**config.mk**
```make
export PLATFORM = sky130hd
export DESIGN_NAME = tsstc_top
export DESIGN_NICKNAME = d
export VERILOG_FILES = /design/src/tsstc_pkg.sv /design/src/tsstc_base_count.sv /design/src/tsstc_ext_count.sv /design/src/tsstc_top.sv
export VERILOG_INCLUDE_DIRS = /design/src
export SDC_FILE = /design/constraint.sdc
export NUM_CORES = 1
export LEC_CHECK = 0
export BUFFER_PORTS_ARGS = -buffer_cell sky130_fd_sc_hd__buf_2
export CORE_MARGIN = 5
export CORE_UTILIZATION = 52
export CTS_CLUSTER_SIZE = 24
export DETAILED_ROUTE_END_ITERATION = 12
export GPL_ROUTABILITY_DRIVEN = 0
export PLACE_DENSITY = 0.76
export SETUP_SLACK_MARGIN = 0.2
export SYNTH_ARGS = -nofsm -noshare
export SYNTH_HDL_FRONTEND = slang
export SYNTH_SLANG_ARGS = --single-unit
```
**constraint.sdc**
```tcl
create_clock -name aclk -period 2.4 [get_ports aclk]
set_clock_uncertainty 0.15 [all_clocks]
set_input_delay 0.72 -clock aclk [delete_from_list [all_inputs] [get_ports aclk]]
set_output_delay 0.72 -clock aclk [all_outputs]
set_load 0.05 [all_outputs]
```
**src/tsstc_map.svh**
```systemverilog
// register offsets, field positions and reset values of the system time counter
`ifndef TSSTC_MAP_SVH
`define TSSTC_MAP_SVH
`define TSSTC_OFF_LOW 8'h00
`define TSSTC_OFF_HIGH 8'h04
`define TSSTC_OFF_INIT_LOW 8'h08
`define TSSTC_OFF_INIT_HIGH 8'h0C
`define TSSTC_OFF_CTRL 8'h10
`define TSSTC_CTRL_TS_MODE 0
`define TSSTC_CTRL_LOAD 1
`define TSSTC_HI_TOP_BIT 0
`define TSSTC_HI_EXT_LSB 1
`define TSSTC_HI_EXT_MSB 9
`define TSSTC_EXT_LAST 9'h12B
`define TSSTC_EXT_ZERO 9'h000
`define TSSTC_BASE_ZERO 33'h000000000
`define TSSTC_WORD_ZERO 32'h00000000
`define TSSTC_RESP_OKAY 2'h0
`define TSSTC_RESP_SLVERR 2'h2
`endif

```
**src/tsstc_pkg.sv**
```systemverilog
// types shared by the system time counter files
package tsstc_pkg;
    typedef struct packed {
        logic [32:0] base;
        logic [8:0] ext;
    } tsstc_time_s;
    typedef enum logic [1:0] {
        TSSTC_RD_IDLE,
        TSSTC_RD_RESP
    } tsstc_rd_e;
endpackage : tsstc_pkg

```
**src/tsstc_base_count.sv**
```systemverilog
// 33-bit base counter advanced on each extension wrap
`timescale 1ns/1ns
`include "tsstc_map.svh"
module tsstc_base_count (
    // clock and reset
    input wire logic aclk,
    input wire logic aresetn,
    // control
    input wire logic step,
    input wire logic load,
    input wire logic load_top,
    // count
    output logic [32:0] count_r
);
    always_ff @(posedge aclk) begin
        if (!aresetn) begin
            count_r <= `TSSTC_BASE_ZERO;
        end else if (load) begin
            count_r <= {load_top, `TSSTC_WORD_ZERO};
        end else if (step) begin
            count_r <= count_r + 33'h000000001;
        end
    end
endmodule : tsstc_base_count

```
**src/tsstc_ext_count.sv**
```systemverilog
// extension counter that wraps after its last value
`timescale 1ns/1ns
`include "tsstc_map.svh"
module tsstc_ext_count #(
    parameter logic [8:0] LAST = `TSSTC_EXT_LAST
) (
    // clock and reset
    input wire logic aclk,
    input wire logic aresetn,
    // control
    input wire logic run,
    input wire logic load,
    input wire logic [8:0] load_value,
    // count
    output logic [8:0] count_r,
    output logic wrap
);
    // a loaded value above the last one wraps on the next step instead of running past it
    assign wrap = run && !load && (count_r >= LAST);

    always_ff @(posedge aclk) begin
        if (!aresetn) begin
            count_r <= `TSSTC_EXT_ZERO;
        end else if (load) begin
            count_r <= load_value;
        end else if (wrap) begin
            count_r <= `TSSTC_EXT_ZERO;
        end else if (run) begin
            count_r <= count_r + 9'h001;
        end
    end
endmodule : tsstc_ext_count

```
**src/tsstc_top.sv**
```systemverilog
// system time counter of the transport stream capture interface, AXI4-Lite slave
// Behaviour
// - load base top bit from init bit 0
// - load extension from init bits 9 to 1
// - low word reads base bits 31 to 0
// - base advances at 90 kHz, read live
// - high word holds top bit and extension
// - extension advances at 27 MHz
// - top bit toggles only on base rollover, or is set from init bit 0 on load
`timescale 1ns/1ns
`include "tsstc_map.svh"
module tsstc_top (
    // clocks and reset
    input wire logic aclk,
    input wire logic aresetn,
    input wire logic tick_27mhz,
    // write address channel
    input wire logic [7:0] s_axi_awaddr,
    input wire logic s_axi_awvalid,
    output logic s_axi_awready,
    // write data channel
    input wire logic [31:0] s_axi_wdata,
    input wire logic [3:0] s_axi_wstrb,
    input wire logic s_axi_wvalid,
    output logic s_axi_wready,
    // write response channel
    output logic [1:0] s_axi_bresp,
    output logic s_axi_bvalid,
    input wire logic s_axi_bready,
    // read address channel
    input wire logic [7:0] s_axi_araddr,
    input wire logic s_axi_arvalid,
    output logic s_axi_arready,
    // read data channel
    output logic [31:0] s_axi_rdata,
    output logic [1:0] s_axi_rresp,
    output logic s_axi_rvalid,
    input wire logic s_axi_rready,
    // status
    output logic ts_mode
);
    logic aw_held_r;
    logic [7:0] aw_addr_r;
    logic w_held_r;
    logic [31:0] w_data_r;
    logic [3:0] w_strb_r;
    logic [31:0] init_low_r;
    logic [9:0] init_high_r;
    logic ts_mode_r;
    logic load_pulse;
    logic do_write;
    logic run;
    logic ext_wrap;
    logic [8:0] ext_count;
    logic [32:0] base_count;
    tsstc_pkg::tsstc_time_s now;
    tsstc_pkg::tsstc_rd_e rd_state_r;
    logic [31:0] rd_word;
    logic rd_hit;

    assign ts_mode = ts_mode_r;
    assign run = ts_mode_r && tick_27mhz;
    assign now.base = base_count;
    assign now.ext = ext_count;

    // write channels taken independently
    assign s_axi_awready = !aw_held_r && !s_axi_bvalid;
    assign s_axi_wready = !w_held_r && !s_axi_bvalid;
    assign do_write = aw_held_r && w_held_r && !s_axi_bvalid;

    always_ff @(posedge aclk) begin
        if (!aresetn) begin
            aw_held_r <= 1'b0;
            aw_addr_r <= 8'h00;
        end else if (s_axi_awvalid && s_axi_awready) begin
            aw_held_r <= 1'b1;
            aw_addr_r <= s_axi_awaddr;
        end else if (do_write) begin
            aw_held_r <= 1'b0;
        end
    end

    always_ff @(posedge aclk) begin
        if (!aresetn) begin
            w_held_r <= 1'b0;
            w_data_r <= `TSSTC_WORD_ZERO;
            w_strb_r <= 4'h0;
        end else if (s_axi_wvalid && s_axi_wready) begin
            w_held_r <= 1'b1;
            w_data_r <= s_axi_wdata;
            w_strb_r <= s_axi_wstrb;
        end else if (do_write) begin
            w_held_r <= 1'b0;
        end
    end

    always_ff @(posedge aclk) begin
        if (!aresetn) begin
            s_axi_bvalid <= 1'b0;
            s_axi_bresp <= `TSSTC_RESP_OKAY;
        end else if (do_write) begin
            s_axi_bvalid <= 1'b1;
            case (aw_addr_r)
                `TSSTC_OFF_LOW, `TSSTC_OFF_HIGH, `TSSTC_OFF_INIT_LOW, `TSSTC_OFF_INIT_HIGH,
                `TSSTC_OFF_CTRL: s_axi_bresp <= `TSSTC_RESP_OKAY;
                default: s_axi_bresp <= `TSSTC_RESP_SLVERR;
            endcase
        end else if (s_axi_bready) begin
            s_axi_bvalid <= 1'b0;
        end
    end

    // initialisation words, byte lanes honoured
    always_ff @(posedge aclk) begin
        if (!aresetn) begin
            init_low_r <= `TSSTC_WORD_ZERO;
            init_high_r <= 10'h000;
        end else if (do_write && aw_addr_r == `TSSTC_OFF_INIT_LOW) begin
            for (int i = 0; i < 4; i++) begin
                if (w_strb_r[i]) begin
                    init_low_r[i*8 +: 8] <= w_data_r[i*8 +: 8];
                end
            end
        end else if (do_write && aw_addr_r == `TSSTC_OFF_INIT_HIGH) begin
            if (w_strb_r[0]) begin
                init_high_r[7:0] <= w_data_r[7:0];
            end
            if (w_strb_r[1]) begin
                init_high_r[9:8] <= w_data_r[9:8];
            end
        end
    end

    always_ff @(posedge aclk) begin
        if (!aresetn) begin
            ts_mode_r <= 1'b0;
        end else if (do_write && aw_addr_r == `TSSTC_OFF_CTRL && w_strb_r[0]) begin
            ts_mode_r <= w_data_r[`TSSTC_CTRL_TS_MODE];
        end
    end

    // load strobe: control bit 1 written as one in the same write as transport mode bit 0
    assign load_pulse = do_write && aw_addr_r == `TSSTC_OFF_CTRL && w_strb_r[0]
        && w_data_r[`TSSTC_CTRL_LOAD] && w_data_r[`TSSTC_CTRL_TS_MODE];

    tsstc_ext_count u_ext (
        .aclk(aclk),
        .aresetn(aresetn),
        .run(run),
        .load(load_pulse),
        .load_value(init_high_r[`TSSTC_HI_EXT_MSB:`TSSTC_HI_EXT_LSB]),
        .count_r(ext_count),
        .wrap(ext_wrap)
    );

    tsstc_base_count u_base (
        .aclk(aclk),
        .aresetn(aresetn),
        .step(ext_wrap),
        .load(load_pulse),
        .load_top(init_high_r[`TSSTC_HI_TOP_BIT]),
        .count_r(base_count)
    );

    // read path
    assign s_axi_arready = (rd_state_r == tsstc_pkg::TSSTC_RD_IDLE);

    always_comb begin
        rd_word = `TSSTC_WORD_ZERO;
        rd_hit = 1'b1;
        case (s_axi_araddr)
            `TSSTC_OFF_LOW: rd_word = now.base[31:0];
            `TSSTC_OFF_HIGH: rd_word = {22'h000000, now.ext, now.base[32]};
            `TSSTC_OFF_INIT_LOW: rd_word = init_low_r;
            `TSSTC_OFF_INIT_HIGH: rd_word = {22'h000000, init_high_r};
            `TSSTC_OFF_CTRL: rd_word = {31'h00000000, ts_mode_r};
            default: rd_hit = 1'b0;
        endcase
    end

    always_ff @(posedge aclk) begin
        if (!aresetn) begin
            rd_state_r <= tsstc_pkg::TSSTC_RD_IDLE;
            s_axi_rdata <= `TSSTC_WORD_ZERO;
            s_axi_rresp <= `TSSTC_RESP_OKAY;
        end else begin
            unique case (rd_state_r)
                tsstc_pkg::TSSTC_RD_IDLE: begin
                    if (s_axi_arvalid) begin
                        rd_state_r <= tsstc_pkg::TSSTC_RD_RESP;
                        s_axi_rdata <= rd_word;
                        s_axi_rresp <= rd_hit ? `TSSTC_RESP_OKAY : `TSSTC_RESP_SLVERR;
                    end
                end
                tsstc_pkg::TSSTC_RD_RESP: begin
                    if (s_axi_rready) begin
                        rd_state_r <= tsstc_pkg::TSSTC_RD_IDLE;
                    end
                end
            endcase
        end
    end
    assign s_axi_rvalid = (rd_state_r == tsstc_pkg::TSSTC_RD_RESP);

    // checks
    AST_EXT_RANGE: assert property (@(posedge aclk) disable iff (!aresetn)
        run && !load_pulse |=> ext_count <= `TSSTC_EXT_LAST) else $error("extension out of range");
    AST_EXT_WRAP: assert property (@(posedge aclk) disable iff (!aresetn)
        ext_wrap |=> ext_count == 9'h000 && base_count == $past(base_count) + 33'h1) else $error("wrap failed");
    AST_EXT_STEP: assert property (@(posedge aclk) disable iff (!aresetn)
        run && !ext_wrap && !load_pulse |=> ext_count == $past(ext_count) + 9'h1) else $error("no step");
    AST_BASE_HOLD: assert property (@(posedge aclk) disable iff (!aresetn)
        !ext_wrap && !load_pulse |=> $stable(base_count)) else $error("base moved");
    AST_TOP_BIT: assert property (@(posedge aclk) disable iff (!aresetn)
        !load_pulse && base_count[31:0] != 32'hFFFFFFFF |=> $stable(base_count[32])) else $error("top bit");
    AST_LOAD: assert property (@(posedge aclk) disable iff (!aresetn)
        load_pulse |=> base_count == {$past(init_high_r[0]), 32'h0} && ext_count == $past(init_high_r[9:1]))
        else $error("load value wrong");
    AST_IDLE: assert property (@(posedge aclk) disable iff (!aresetn)
        !ts_mode_r && !load_pulse |=> $stable(ext_count)) else $error("counting outside mode");
    AST_RD_LOW: assert property (@(posedge aclk) disable iff (!aresetn)
        s_axi_arvalid && s_axi_arready && s_axi_araddr == `TSSTC_OFF_LOW |=> s_axi_rvalid
        && s_axi_rdata == $past(base_count[31:0])) else $error("low word read");
    AST_RD_HIGH: assert property (@(posedge aclk) disable iff (!aresetn)
        s_axi_arvalid && s_axi_arready && s_axi_araddr == `TSSTC_OFF_HIGH |=> s_axi_rvalid
        && s_axi_rdata == {22'h0, $past(ext_count), $past(base_count[32])}) else $error("high word read");
    COV_WRAP: cover property (@(posedge aclk) disable iff (!aresetn) ext_wrap);
    COV_LOAD: cover property (@(posedge aclk) disable iff (!aresetn) load_pulse);
    COV_READ: cover property (@(posedge aclk) disable iff (!aresetn) s_axi_rvalid && s_axi_rready);
    COV_WRITE: cover property (@(posedge aclk) disable iff (!aresetn) s_axi_bvalid && s_axi_bready);
endmodule : tsstc_top
```
==> qor.yml, run 1 <==
p_per_area_nw_per_um2: 644
synth_top_area_cell: "dfxtp_1"
met2_usage: 0.329
met3_usage: 0.0494
die_w_um: 129
period_needed_ps: 2250
holdCritStartpoint: "w_data_r[22]$_SDFFE_PN0P_"
grt_start_max_net_pins: 81
portBuffers: 99
fin_nets: 1007
critPathMaxFanout: 7
p_leak_nw: 3.62
slew_viol_final: 0
path_clk_slew_ps: 60
vias: 6278
drt_first_pass_iters: 5
p_total_mw: 5.74
post_synth_num_cell_types: 51
ys_ff_latch: 167
synth_top_area_frac: 0.455
grt_overflow: 0
cts_buffers: 17
coreArea_um2: 13900
n_antenna_cell: 0
max_slew.worst_pin.slew_ps: 627
crit_type: "flip-flop to flip-flop"
end_kind: "flip-flop"
h-tree-depth: 4
final_antenna_net_count: 0
cp.required_ps: 2610
peakVddDrop_mv: 0.536
area_delta_synth_final_pct: 21.4
drtIter0Drc: 448
antenna_found_initial: 0
hold_violations: 0
grt_pass1_vias: 5765
dpl.hpwl_um: 12800
placedCellCount: 1102
cts.path.max_buffers: 2
cts-root-buf: "clkbuf_16"
finalCritPeriodShare: 0.937
insertion_delay_ps: 420
grt_util_met1: 0.317
fin_ws_ps: 150
syn_area_um2: 7340
synthFlopType: "dfxtp_1"
arrival_ps: 2460
initial_core_util: 0.529
drt_wl_total_um: 18400
postSynthCellCount: 822
synth.avg_cell_area_um2: 8.93
grt_usage: 0.221
yosysWarnings: 0
cp-startpoint: "u_base.count_r[2]$_SDFFE_PP0N_"
rows: 43
yosysSeqAreaShare: 0.455
grt_pass1_wl_um: 29200
cts_hold_buf: 0
synthArstFlopShare: 0
cts_tree: "yes"
timing.rr.start: "u_base.count_r[2]$_SDFFE_PP0N_"
setup_violations: 0
drive_gt1_frac: 0.224
slew_headroom: 0.581
cts.sinks: 167
wl_per_cell_um: 16.2
pre_cts_slack_ps: -219
synth_edf_count: 0
crit_path_start_kind: "flip-flop"
drc: 0
chipHeight_um: 129
status: "finished clean"
stdcell_count: 1136
maxCapViolations: 0
busiest_layer: "met2"
die_area_um2: 16600
max_freq_mhz: 445
hp-class: "flip-flop to flip-flop"
synth.area.top_cells: "dfxtp_1 46%, mux2i_1 9.1%, nand2_1 7.1%"
rsz0062_at_grt: "yes"
drt-vias-per-instance: 5.53
pin_count: 102
cell type report:
class | instances | area [µm²]
repair buffers | 148 | 891
well taps | 180 | 225
inverters | 8 | 30.0
fillers | 1198 | 4970
clock buffers | 21 | 450
multi-input cells | 603 | 3880
flip-flops and latches | 167 | 3360
clock inverters | 9 | 78.8
what timing repair did:
item / CTS / global route
endpoints found under the setup margin: 18 / 45
pin swaps: 2 / 8
cloned: 1 / 0
resized for setup: 5 / 18
setup buffers: 2 / 1
per-stage QoR:
stage	hold WS, ps	util	instance area, µm²	setup TNS [ps]
detailed placement	308	0.596	8270	-2010
global route	340	0.642	8910	0
floorplan	293	-	7380	-1060
finish	313	0.642	8910	0
global placement	298	0.596	8270	-1730
CTS	317	0.637	8840	0
layer usage:
| metal | wire (µm) | part of all wire | vias up |
|---|---|---|---|
| met4 | 335 | 0.018 | 0 |
| met2 | 8150 | 0.44 | 192 |
| met1 | 8800 | 0.48 | 2932 |
| met5 | 0 | 0 | - |
| li1 | - | - | 3123 |
| met3 | 1100 | 0.060 | 31 |
worst max-delay path, cell delays in order (launching register included):
cell and delay (ps):
dfxtp_2 320, nand4_1 160, or3_4 370, or4_4 610, or4_1 440, a21oi_2 140
synthesized netlist by cell type (5+ instances only):
library cell    n
and2_1         26
xor2_1          9
a21oi_1        18
nand4_1        18
or3_1          16
nor2_1         29
clkbuf_1       39
nor2b_1        46
a22oi_1         9
dfxtp_1       167
mux2_2          8
nand3_1        27
a22o_1          9
o21ai_0        52
nor3_1          6
nor4_1          5
o2bb2ai_1       9
mux2i_1        67
xnor2_1        14
a21boi_0       49
inv_1           8
nand2_1       139
a31oi_1         5
worst paths after layout:
check                                          to  slack [ps]  cells past startpoint
setup / recovery  u_base.count_r[21]$_SDFFE_PP0N_         150                      5
hold / removal          w_data_r[22]$_SDFFE_PN0P_         310                      2
setup reg to reg  u_base.count_r[21]$_SDFFE_PP0N_         150                      5
hold reg to reg         w_data_r[22]$_SDFFE_PN0P_         310                      2
kinds of logic after synthesis:
family / synth area share
DFF: 0.455
muxes: 0.104
buffers and inverters: 0.0300
adders and majority gates: 0.00341
other: 0.000511
and+or+nand+nor: 0.236
AOI/OAI and AO/OA: 0.144
xor gates and xnor gates: 0.0274
cells in the final DEF (no fill, tap or decap), types with 26 or more instances in the layout:
master,n
dfxtp_1,157
nand2_1,138
buf_2,98
mux2i_1,67
o21ai_0,52
a21boi_0,49
buf_4,47
nor2b_1,46
nor2_1,27
nand3_1,26
and2_1,26
flip-flops by register name, indices dropped and copies added, names as in the netlist:
name,cells
rd_state_r,1
u_ext.count_r,9
u_base.count_r,33
init_low_r,32
s_axi_rdata,32
w_strb_r,4
ts_mode,1
w_held_r,1
aw_held_r,1
s_axi_bresp,1
s_axi_rresp,1
aw_addr_r,8
s_axi_bvalid,1
w_data_r,32
init_high_r,10
where the power goes:
group / internal [mW] / leakage, nW / switching, mW / total (mW)
clock network: 1.44 / 0.259 / 1.06 / 2.50
logic: 0.139 / 2.00 / 0.230 / 0.369
registers: 2.83 / 1.36 / 0.0453 / 2.88
Note: power is estimated with default switching activity, not from simulation.
==> run 2, diff against run 1 <==
--- a/config.mk
+++ b/config.mk
@@ -7,6 +7,7 @@
 export NUM_CORES = 1
 export LEC_CHECK = 0
 export BUFFER_PORTS_ARGS = -buffer_cell sky130_fd_sc_hd__buf_2
+export CORE_ASPECT_RATIO = 1.2
 export CORE_MARGIN = 5
 export CORE_UTILIZATION = 52
 export CTS_CLUSTER_SIZE = 24
==> qor.yml, run 2 (synthesis results as in run 1) <==
n_antenna_cell: 0  # unchanged
top_register: "u_base.count_r"  # unchanged
slew_viol_final: 0  # unchanged
grt_pass1_wl_um: 30200  # was 29200 µm
max_slew.worst_pin.slew_ps: 670  # was 627 ps
die_w_um: 118  # was 129 µm
status: "finished clean"  # unchanged
grt_start_max_net_pins: 88  # was 81
arrival_ps: 2390  # was 2460 ps
p_per_area_nw_per_um2: 667  # was 644 nW/µm²
period_needed_ps: 2190  # was 2250 ps
max_stage_delay_ps: 550  # was 610 ps
final_common_cell: "dfxtp_1"  # unchanged
drt_wl_total_um: 18200  # was 18400 µm
final_util: 0.648  # was 0.642
critPathMaxFanout: 6  # was 7
crit_path_start_kind: "flip-flop"  # unchanged
wl_per_cell_um: 16.2  # about the same
path_cells: "inv_1, or3_4, or4_4, or3_1, a21oi_2"  # was nand4_1, or3_4, or4_4, or4_1, a21oi_2
fin_nets: 1002  # was 1007
drtIter0Drc: 350  # was 448
cp.required_ps: 2610  # about the same
drive_gt1_frac: 0.230  # was 0.224
antenna_found_initial: 0  # unchanged
drt_first_pass_iters: 5  # unchanged
h-tree-depth: 4  # unchanged
max_freq_mhz: 457  # was 445 MHz
drt-vias-per-instance: 5.56  # was 5.53
maxCapViolations: 0  # unchanged
timing.critical_path.buf_inv: 1  # was 0
coreArea_um2: 13800  # was 13900 µm²
crit_type: "flip-flop to flip-flop"  # unchanged
hp-class: "flip-flop to flip-flop"  # unchanged
cts_buffers: 17  # unchanged
die_area_um2: 16600  # about the same
portBuffers: 99  # unchanged
drc: 0  # unchanged
slowest_stage: "or4_4"  # unchanged
initial_core_util: 0.531  # was 0.529
rows: 47  # was 43
whs_ps: 311  # was 313 ps
vias: 6253  # was 6278
p_leak_nw: 3.62  # about the same
dpl.hpwl_um: 12500  # was 12800 µm
pin_count: 102  # unchanged
cts.sinks: 167  # unchanged
area_delta_synth_final_pct: 22.0  # was 21.4%
slew_headroom: 0.553  # was 0.581
cts_tree: "yes"  # unchanged
peakVddDrop_mv: 0.449  # was 0.536 mV
grt_pass1_vias: 6132  # was 5765
cts_hold_buf: 0  # unchanged
final_cell_mix: "155 x dfxtp_1, 138 x nand2_1, 98 x buf_2"  # was 157 x dfxtp_1, 138 x nand2_1, 98 x buf_2
cts.path.max_buffers: 2  # unchanged
fill_cells: 1127  # was 1198
finalCritPeriodShare: 0.911  # was 0.937
hold_violations: 0  # unchanged
path_clk_slew_ps: 70  # was 60 ps
cts-root-buf: "clkbuf_16"  # unchanged
setup_violations: 0  # unchanged
grt_usage: 0.220  # was 0.221
chipHeight_um: 140  # was 129 µm
end_kind: "flip-flop"  # unchanged
cp_top_family: "simple AND/OR/NAND/NOR gates"  # unchanged
grt_overflow: 0  # unchanged
insertion_delay_ps: 430  # was 420 ps
rsz0062_at_grt: "yes"  # unchanged
final_antenna_net_count: 0  # unchanged
largest_reg_flops: 33  # unchanged
[run 2: area by class of cell]
class | instances | area [µm²] | area share
flip-flops and latches | 167 | 3370 | 0.376
well taps | 171 | 214 | 0.0239
inverters | 8 | 30.0 | 0.00335
repair buffers | 143 | 857 | 0.0957
clock buffers | 17 | 425 | 0.0475
clock inverters | 15 | 169 | 0.0189
multi-input cells | 603 | 3890 | 0.435
[run 2: per-stage QoR]
| stage | total power [mW] | area (µm²) | setup slack (ps) | TNS, ps | cells |
|---|---|---|---|---|---|
| 3_5_place_dp | 3.30 | 8230 | -224 | -2020 | 1089 |
| 4_1_cts | 6.01 | 8880 | 164 | 0 | 1124 |
| 5_1_grt | 6.17 | 8950 | 149 | 0 | 1124 |
| 3_3_place_gp | 3.30 | 8230 | -198 | -1820 | 1089 |
| 6_report | 5.98 | 8950 | 213 | 0 | 1124 |
| 2_1_floorplan | 3.17 | 7380 | -118 | -1060 | 823 |
[run 2: timing repair]
item / in CTS / in global routing
pin swaps: 1 / 12
endpoints found under the hold margin: 0 / 0
setup buffers: 2 / 0
endpoints found under the setup margin: 31 / 40
resized for setup: 9 / 28
gates cloned: 1 / 0
[run 2: power by group]
| group | internal (mW) | switching, mW | leakage, nW |
|---|---|---|---|
| clock network | 1.55 | 1.18 | 0.282 |
| logic | 0.139 | 0.228 | 1.98 |
| registers | 2.83 | 0.0479 | 1.36 |
| total | 4.52 | 1.46 | 3.62 |
[run 2: metal layers]
| layer | part of all wire | wire [µm] | global-route usage | vias up |
|---|---|---|---|---|
| met4 | 0.027 | 487 | 0.0842 | 0 |
| met3 | 0.066 | 1200 | 0.0427 | 39 |
| met5 | 0 | 0 | 0 | - |
| met1 | 0.44 | 8010 | 0.292 | 2907 |
| met2 | 0.47 | 8490 | 0.354 | 207 |
| li1 | - | - | - | 3100 |
[run 2: worst min-delay path: stages, from the launching register on]
cell and delay [ps]:
dfxtp_1 310, nand2_1 40, a21boi_0 60
[run 2: final timing paths]
kind / slack, ps / cells past startpoint / from / end
worst max register to register: 210 / 5 / u_base.count_r[6]$_SDFFE_PP0N_ / u_base.count_r[27]$_SDFFE_PP0N_
worst max-delay path: 210 / 5 / u_base.count_r[6]$_SDFFE_PP0N_ / u_base.count_r[27]$_SDFFE_PP0N_
worst min-delay path: 310 / 2 / w_data_r[26]$_SDFFE_PN0P_ / w_data_r[26]$_SDFFE_PN0P_
worst min register to register: 310 / 2 / w_data_r[26]$_SDFFE_PN0P_ / w_data_r[26]$_SDFFE_PN0P_
==> run 3, diff against run 2 <==
--- a/config.mk
+++ b/config.mk
@@ -7,7 +7,8 @@
 export NUM_CORES = 1
 export LEC_CHECK = 0
 export BUFFER_PORTS_ARGS = -buffer_cell sky130_fd_sc_hd__buf_2
-export CORE_ASPECT_RATIO = 1.2
+export CAP_MARGIN = 20
+export CORE_ASPECT_RATIO = 0.75
 export CORE_MARGIN = 5
 export CORE_UTILIZATION = 52
 export CTS_CLUSTER_SIZE = 24
==> qor.yml, run 3 (synthesis results as in run 1) <==
status: "finished clean"  # unchanged
final_common_cell: "dfxtp_1"  # unchanged
final_cell_mix: "157 x dfxtp_1, 138 x nand2_1, 98 x buf_2"  # was 155 x dfxtp_1, 138 x nand2_1, 98 x buf_2
setup_violations: 0  # unchanged
drt_wl_total_um: 18800  # was 18200 µm
p_leak_nw: 3.63  # was 3.62 nW
cts_buffers: 17  # unchanged
intPower_mw: 4.60  # was 4.52 mW
peakVddDrop_mv: 0.529  # was 0.449 mV
p_comb_frac: 0.063  # was 0.061
n_antenna_cell: 0  # unchanged
area_delta_synth_final_pct: 22.3  # was 22.0%
rsz0062_at_grt: "yes"  # unchanged
hp-class: "flip-flop to flip-flop"  # unchanged
final_util: 0.651  # was 0.648
maxCapViolations: 0  # unchanged
vias: 6255  # was 6253
antenna_found_initial: 0  # unchanged
cts.sinks: 167  # unchanged
wl_per_cell_um: 16.7  # was 16.2 µm
drtIter0Drc: 514  # was 350
cts_tree: "yes"  # unchanged
pin_count: 102  # unchanged
period_needed_ps: 2210  # was 2190 ps
crit_type: "flip-flop to flip-flop"  # unchanged
h-tree-depth: 4  # unchanged
arrival_ps: 2410  # was 2390 ps
slew_headroom: 0.549  # was 0.553
max_freq_mhz: 453  # was 457 MHz
path_clk_slew_ps: 60  # was 70 ps
path_cells: "nand3_2, or2_2, or4_4, or4_1, a21oi_1"  # was inv_1, or3_4, or4_4, or3_1, a21oi_2
drc: 0  # unchanged
initial_core_util: 0.532  # was 0.531
p_total_mw: 6.02  # was 5.98 mW
portBuffers: 99  # unchanged
final_antenna_net_count: 0  # unchanged
drt_first_pass_iters: 5  # unchanged
finalCritPeriodShare: 0.920  # was 0.911
placedCellCount: 1097  # was 1089
insertion_delay_ps: 420  # was 430 ps
switching_power_mw: 1.43  # was 1.46 mW
clkPwrFrac: 0.460  # was 0.458
end_kind: "flip-flop"  # unchanged
slowest_stage: "or4_4"  # unchanged
chipHeight_um: 113  # was 140 µm
grt_pass1_vias: 5723  # was 6132
grt_start_max_net_pins: 65  # was 88
grt_pass1_wl_um: 30100  # was 30200 µm
drive_gt1_frac: 0.224  # was 0.230
cp_top_family: "simple AND/OR/NAND/NOR gates"  # unchanged
critPathMaxFanout: 6  # unchanged
die_area_um2: 16600  # about the same
rows: 37  # was 47
cts_hold_buf: 0  # unchanged
dpl.hpwl_um: 13200  # was 12500 µm
cp.required_ps: 2600  # was 2610 ps
fin_nets: 1005  # was 1002
max_stage_delay_ps: 580  # was 550 ps
grt_usage: 0.225  # was 0.220
timing.critical_path.buf_inv: 0  # was 1
p_per_area_nw_per_um2: 671  # was 667 nW/µm²
drt-vias-per-instance: 5.54  # was 5.56
p_sw_frac: 0.237  # was 0.244
stdcell_count: 1130  # was 1124
seq_power_share: 0.477  # was 0.481
rrSetupSlack_ps: 190  # was 210 ps
hold_violations: 0  # unchanged
grt_overflow: 0  # unchanged
coreArea_um2: 13800  # about the same
die_w_um: 147  # was 118 µm
slew_viol_final: 0  # unchanged
whs_ps: 313  # was 311 ps
crit_path_start_kind: "flip-flop"  # unchanged
largest_reg_flops: 33  # unchanged
max_slew.worst_pin.slew_ps: 674  # was 670 ps
cts.path.max_buffers: 2  # unchanged
cts-root-buf: "clkbuf_16"  # unchanged
top_register: "u_base.count_r"  # unchanged
[run 3: cell count changes in the layout (fill, tap and decap cells not counted), sizes merged]
cell / before / now
clkbuf: 17 / 20
clkinv: 6 / 1
buf: 143 / 146
clkinvlp: 3 / 4
[run 3: worst register-to-register path, stage by stage, from the launching register on]
cell     delay, ps
dfxtp_2        400
nand3_2        120
or2_2          350
or4_4          580
or4_1          410
a21oi_1        140
[run 3: per-stage QoR]
stage / worst slack, ps / area [µm²] / setup TNS (ps)
2_1_floorplan: -118 / 7380 / -1060
3_3_place_gp: -122 / 8290 / -1110
3_5_place_dp: -176 / 8290 / -1530
4_1_cts: 170 / 8910 / 0
5_1_grt: 143 / 8980 / 0
6_report: 193 / 8980 / 0
[run 3: path summary, 6_finish.rpt]
path | to | startpoint | cells past startpoint
hold / removal | w_data_r[12]$_SDFFE_PN0P_ | w_data_r[12]$_SDFFE_PN0P_ | 2
setup reg to reg | u_base.count_r[21]$_SDFFE_PP0N_ | u_base.count_r[10]$_SDFFE_PP0N_ | 5
hold reg to reg | w_data_r[12]$_SDFFE_PN0P_ | w_data_r[12]$_SDFFE_PN0P_ | 2
setup / recovery | u_base.count_r[21]$_SDFFE_PP0N_ | u_base.count_r[10]$_SDFFE_PP0N_ | 5
[run 3: what timing repair did]
| item | in CTS | in global routing |
|---|---|---|
| endpoints found under the setup margin | 25 | 36 |
| pin swaps | 1 | 4 |
| gates resized for setup | 7 | 18 |
| setup buffers | 0 | 1 |
| gates cloned | 0 | 1 |
[run 3: power by group through the flow]
stage                     Sequential (mW)  Combinational, mW  Clock [mW]
final                                2.87              0.380        2.77
after global routing                 2.88              0.416        2.93
after CTS                            2.88              0.379        2.80
after detailed placement             2.94              0.374           0
after global placement               2.94              0.372           0
after floorplan                      2.94              0.232           0
[run 3: area by class of cell]
cell class,instances,area [µm²]
clock buffer,20,467
clock inverter,11,136
fill,1167,4810
inverter,8,30.0
multi-input combinational,603,3860
sequential,167,3370
tap,175,219
timing repair buffer,146,901
[run 3: layer usage]
layer / GRT usage / share of wire
met2: 0.320 / 0.43
met5: 0 / 0
met3: 0.0488 / 0.069
met1: 0.349 / 0.50
met4: 0.0466 / 0.0085
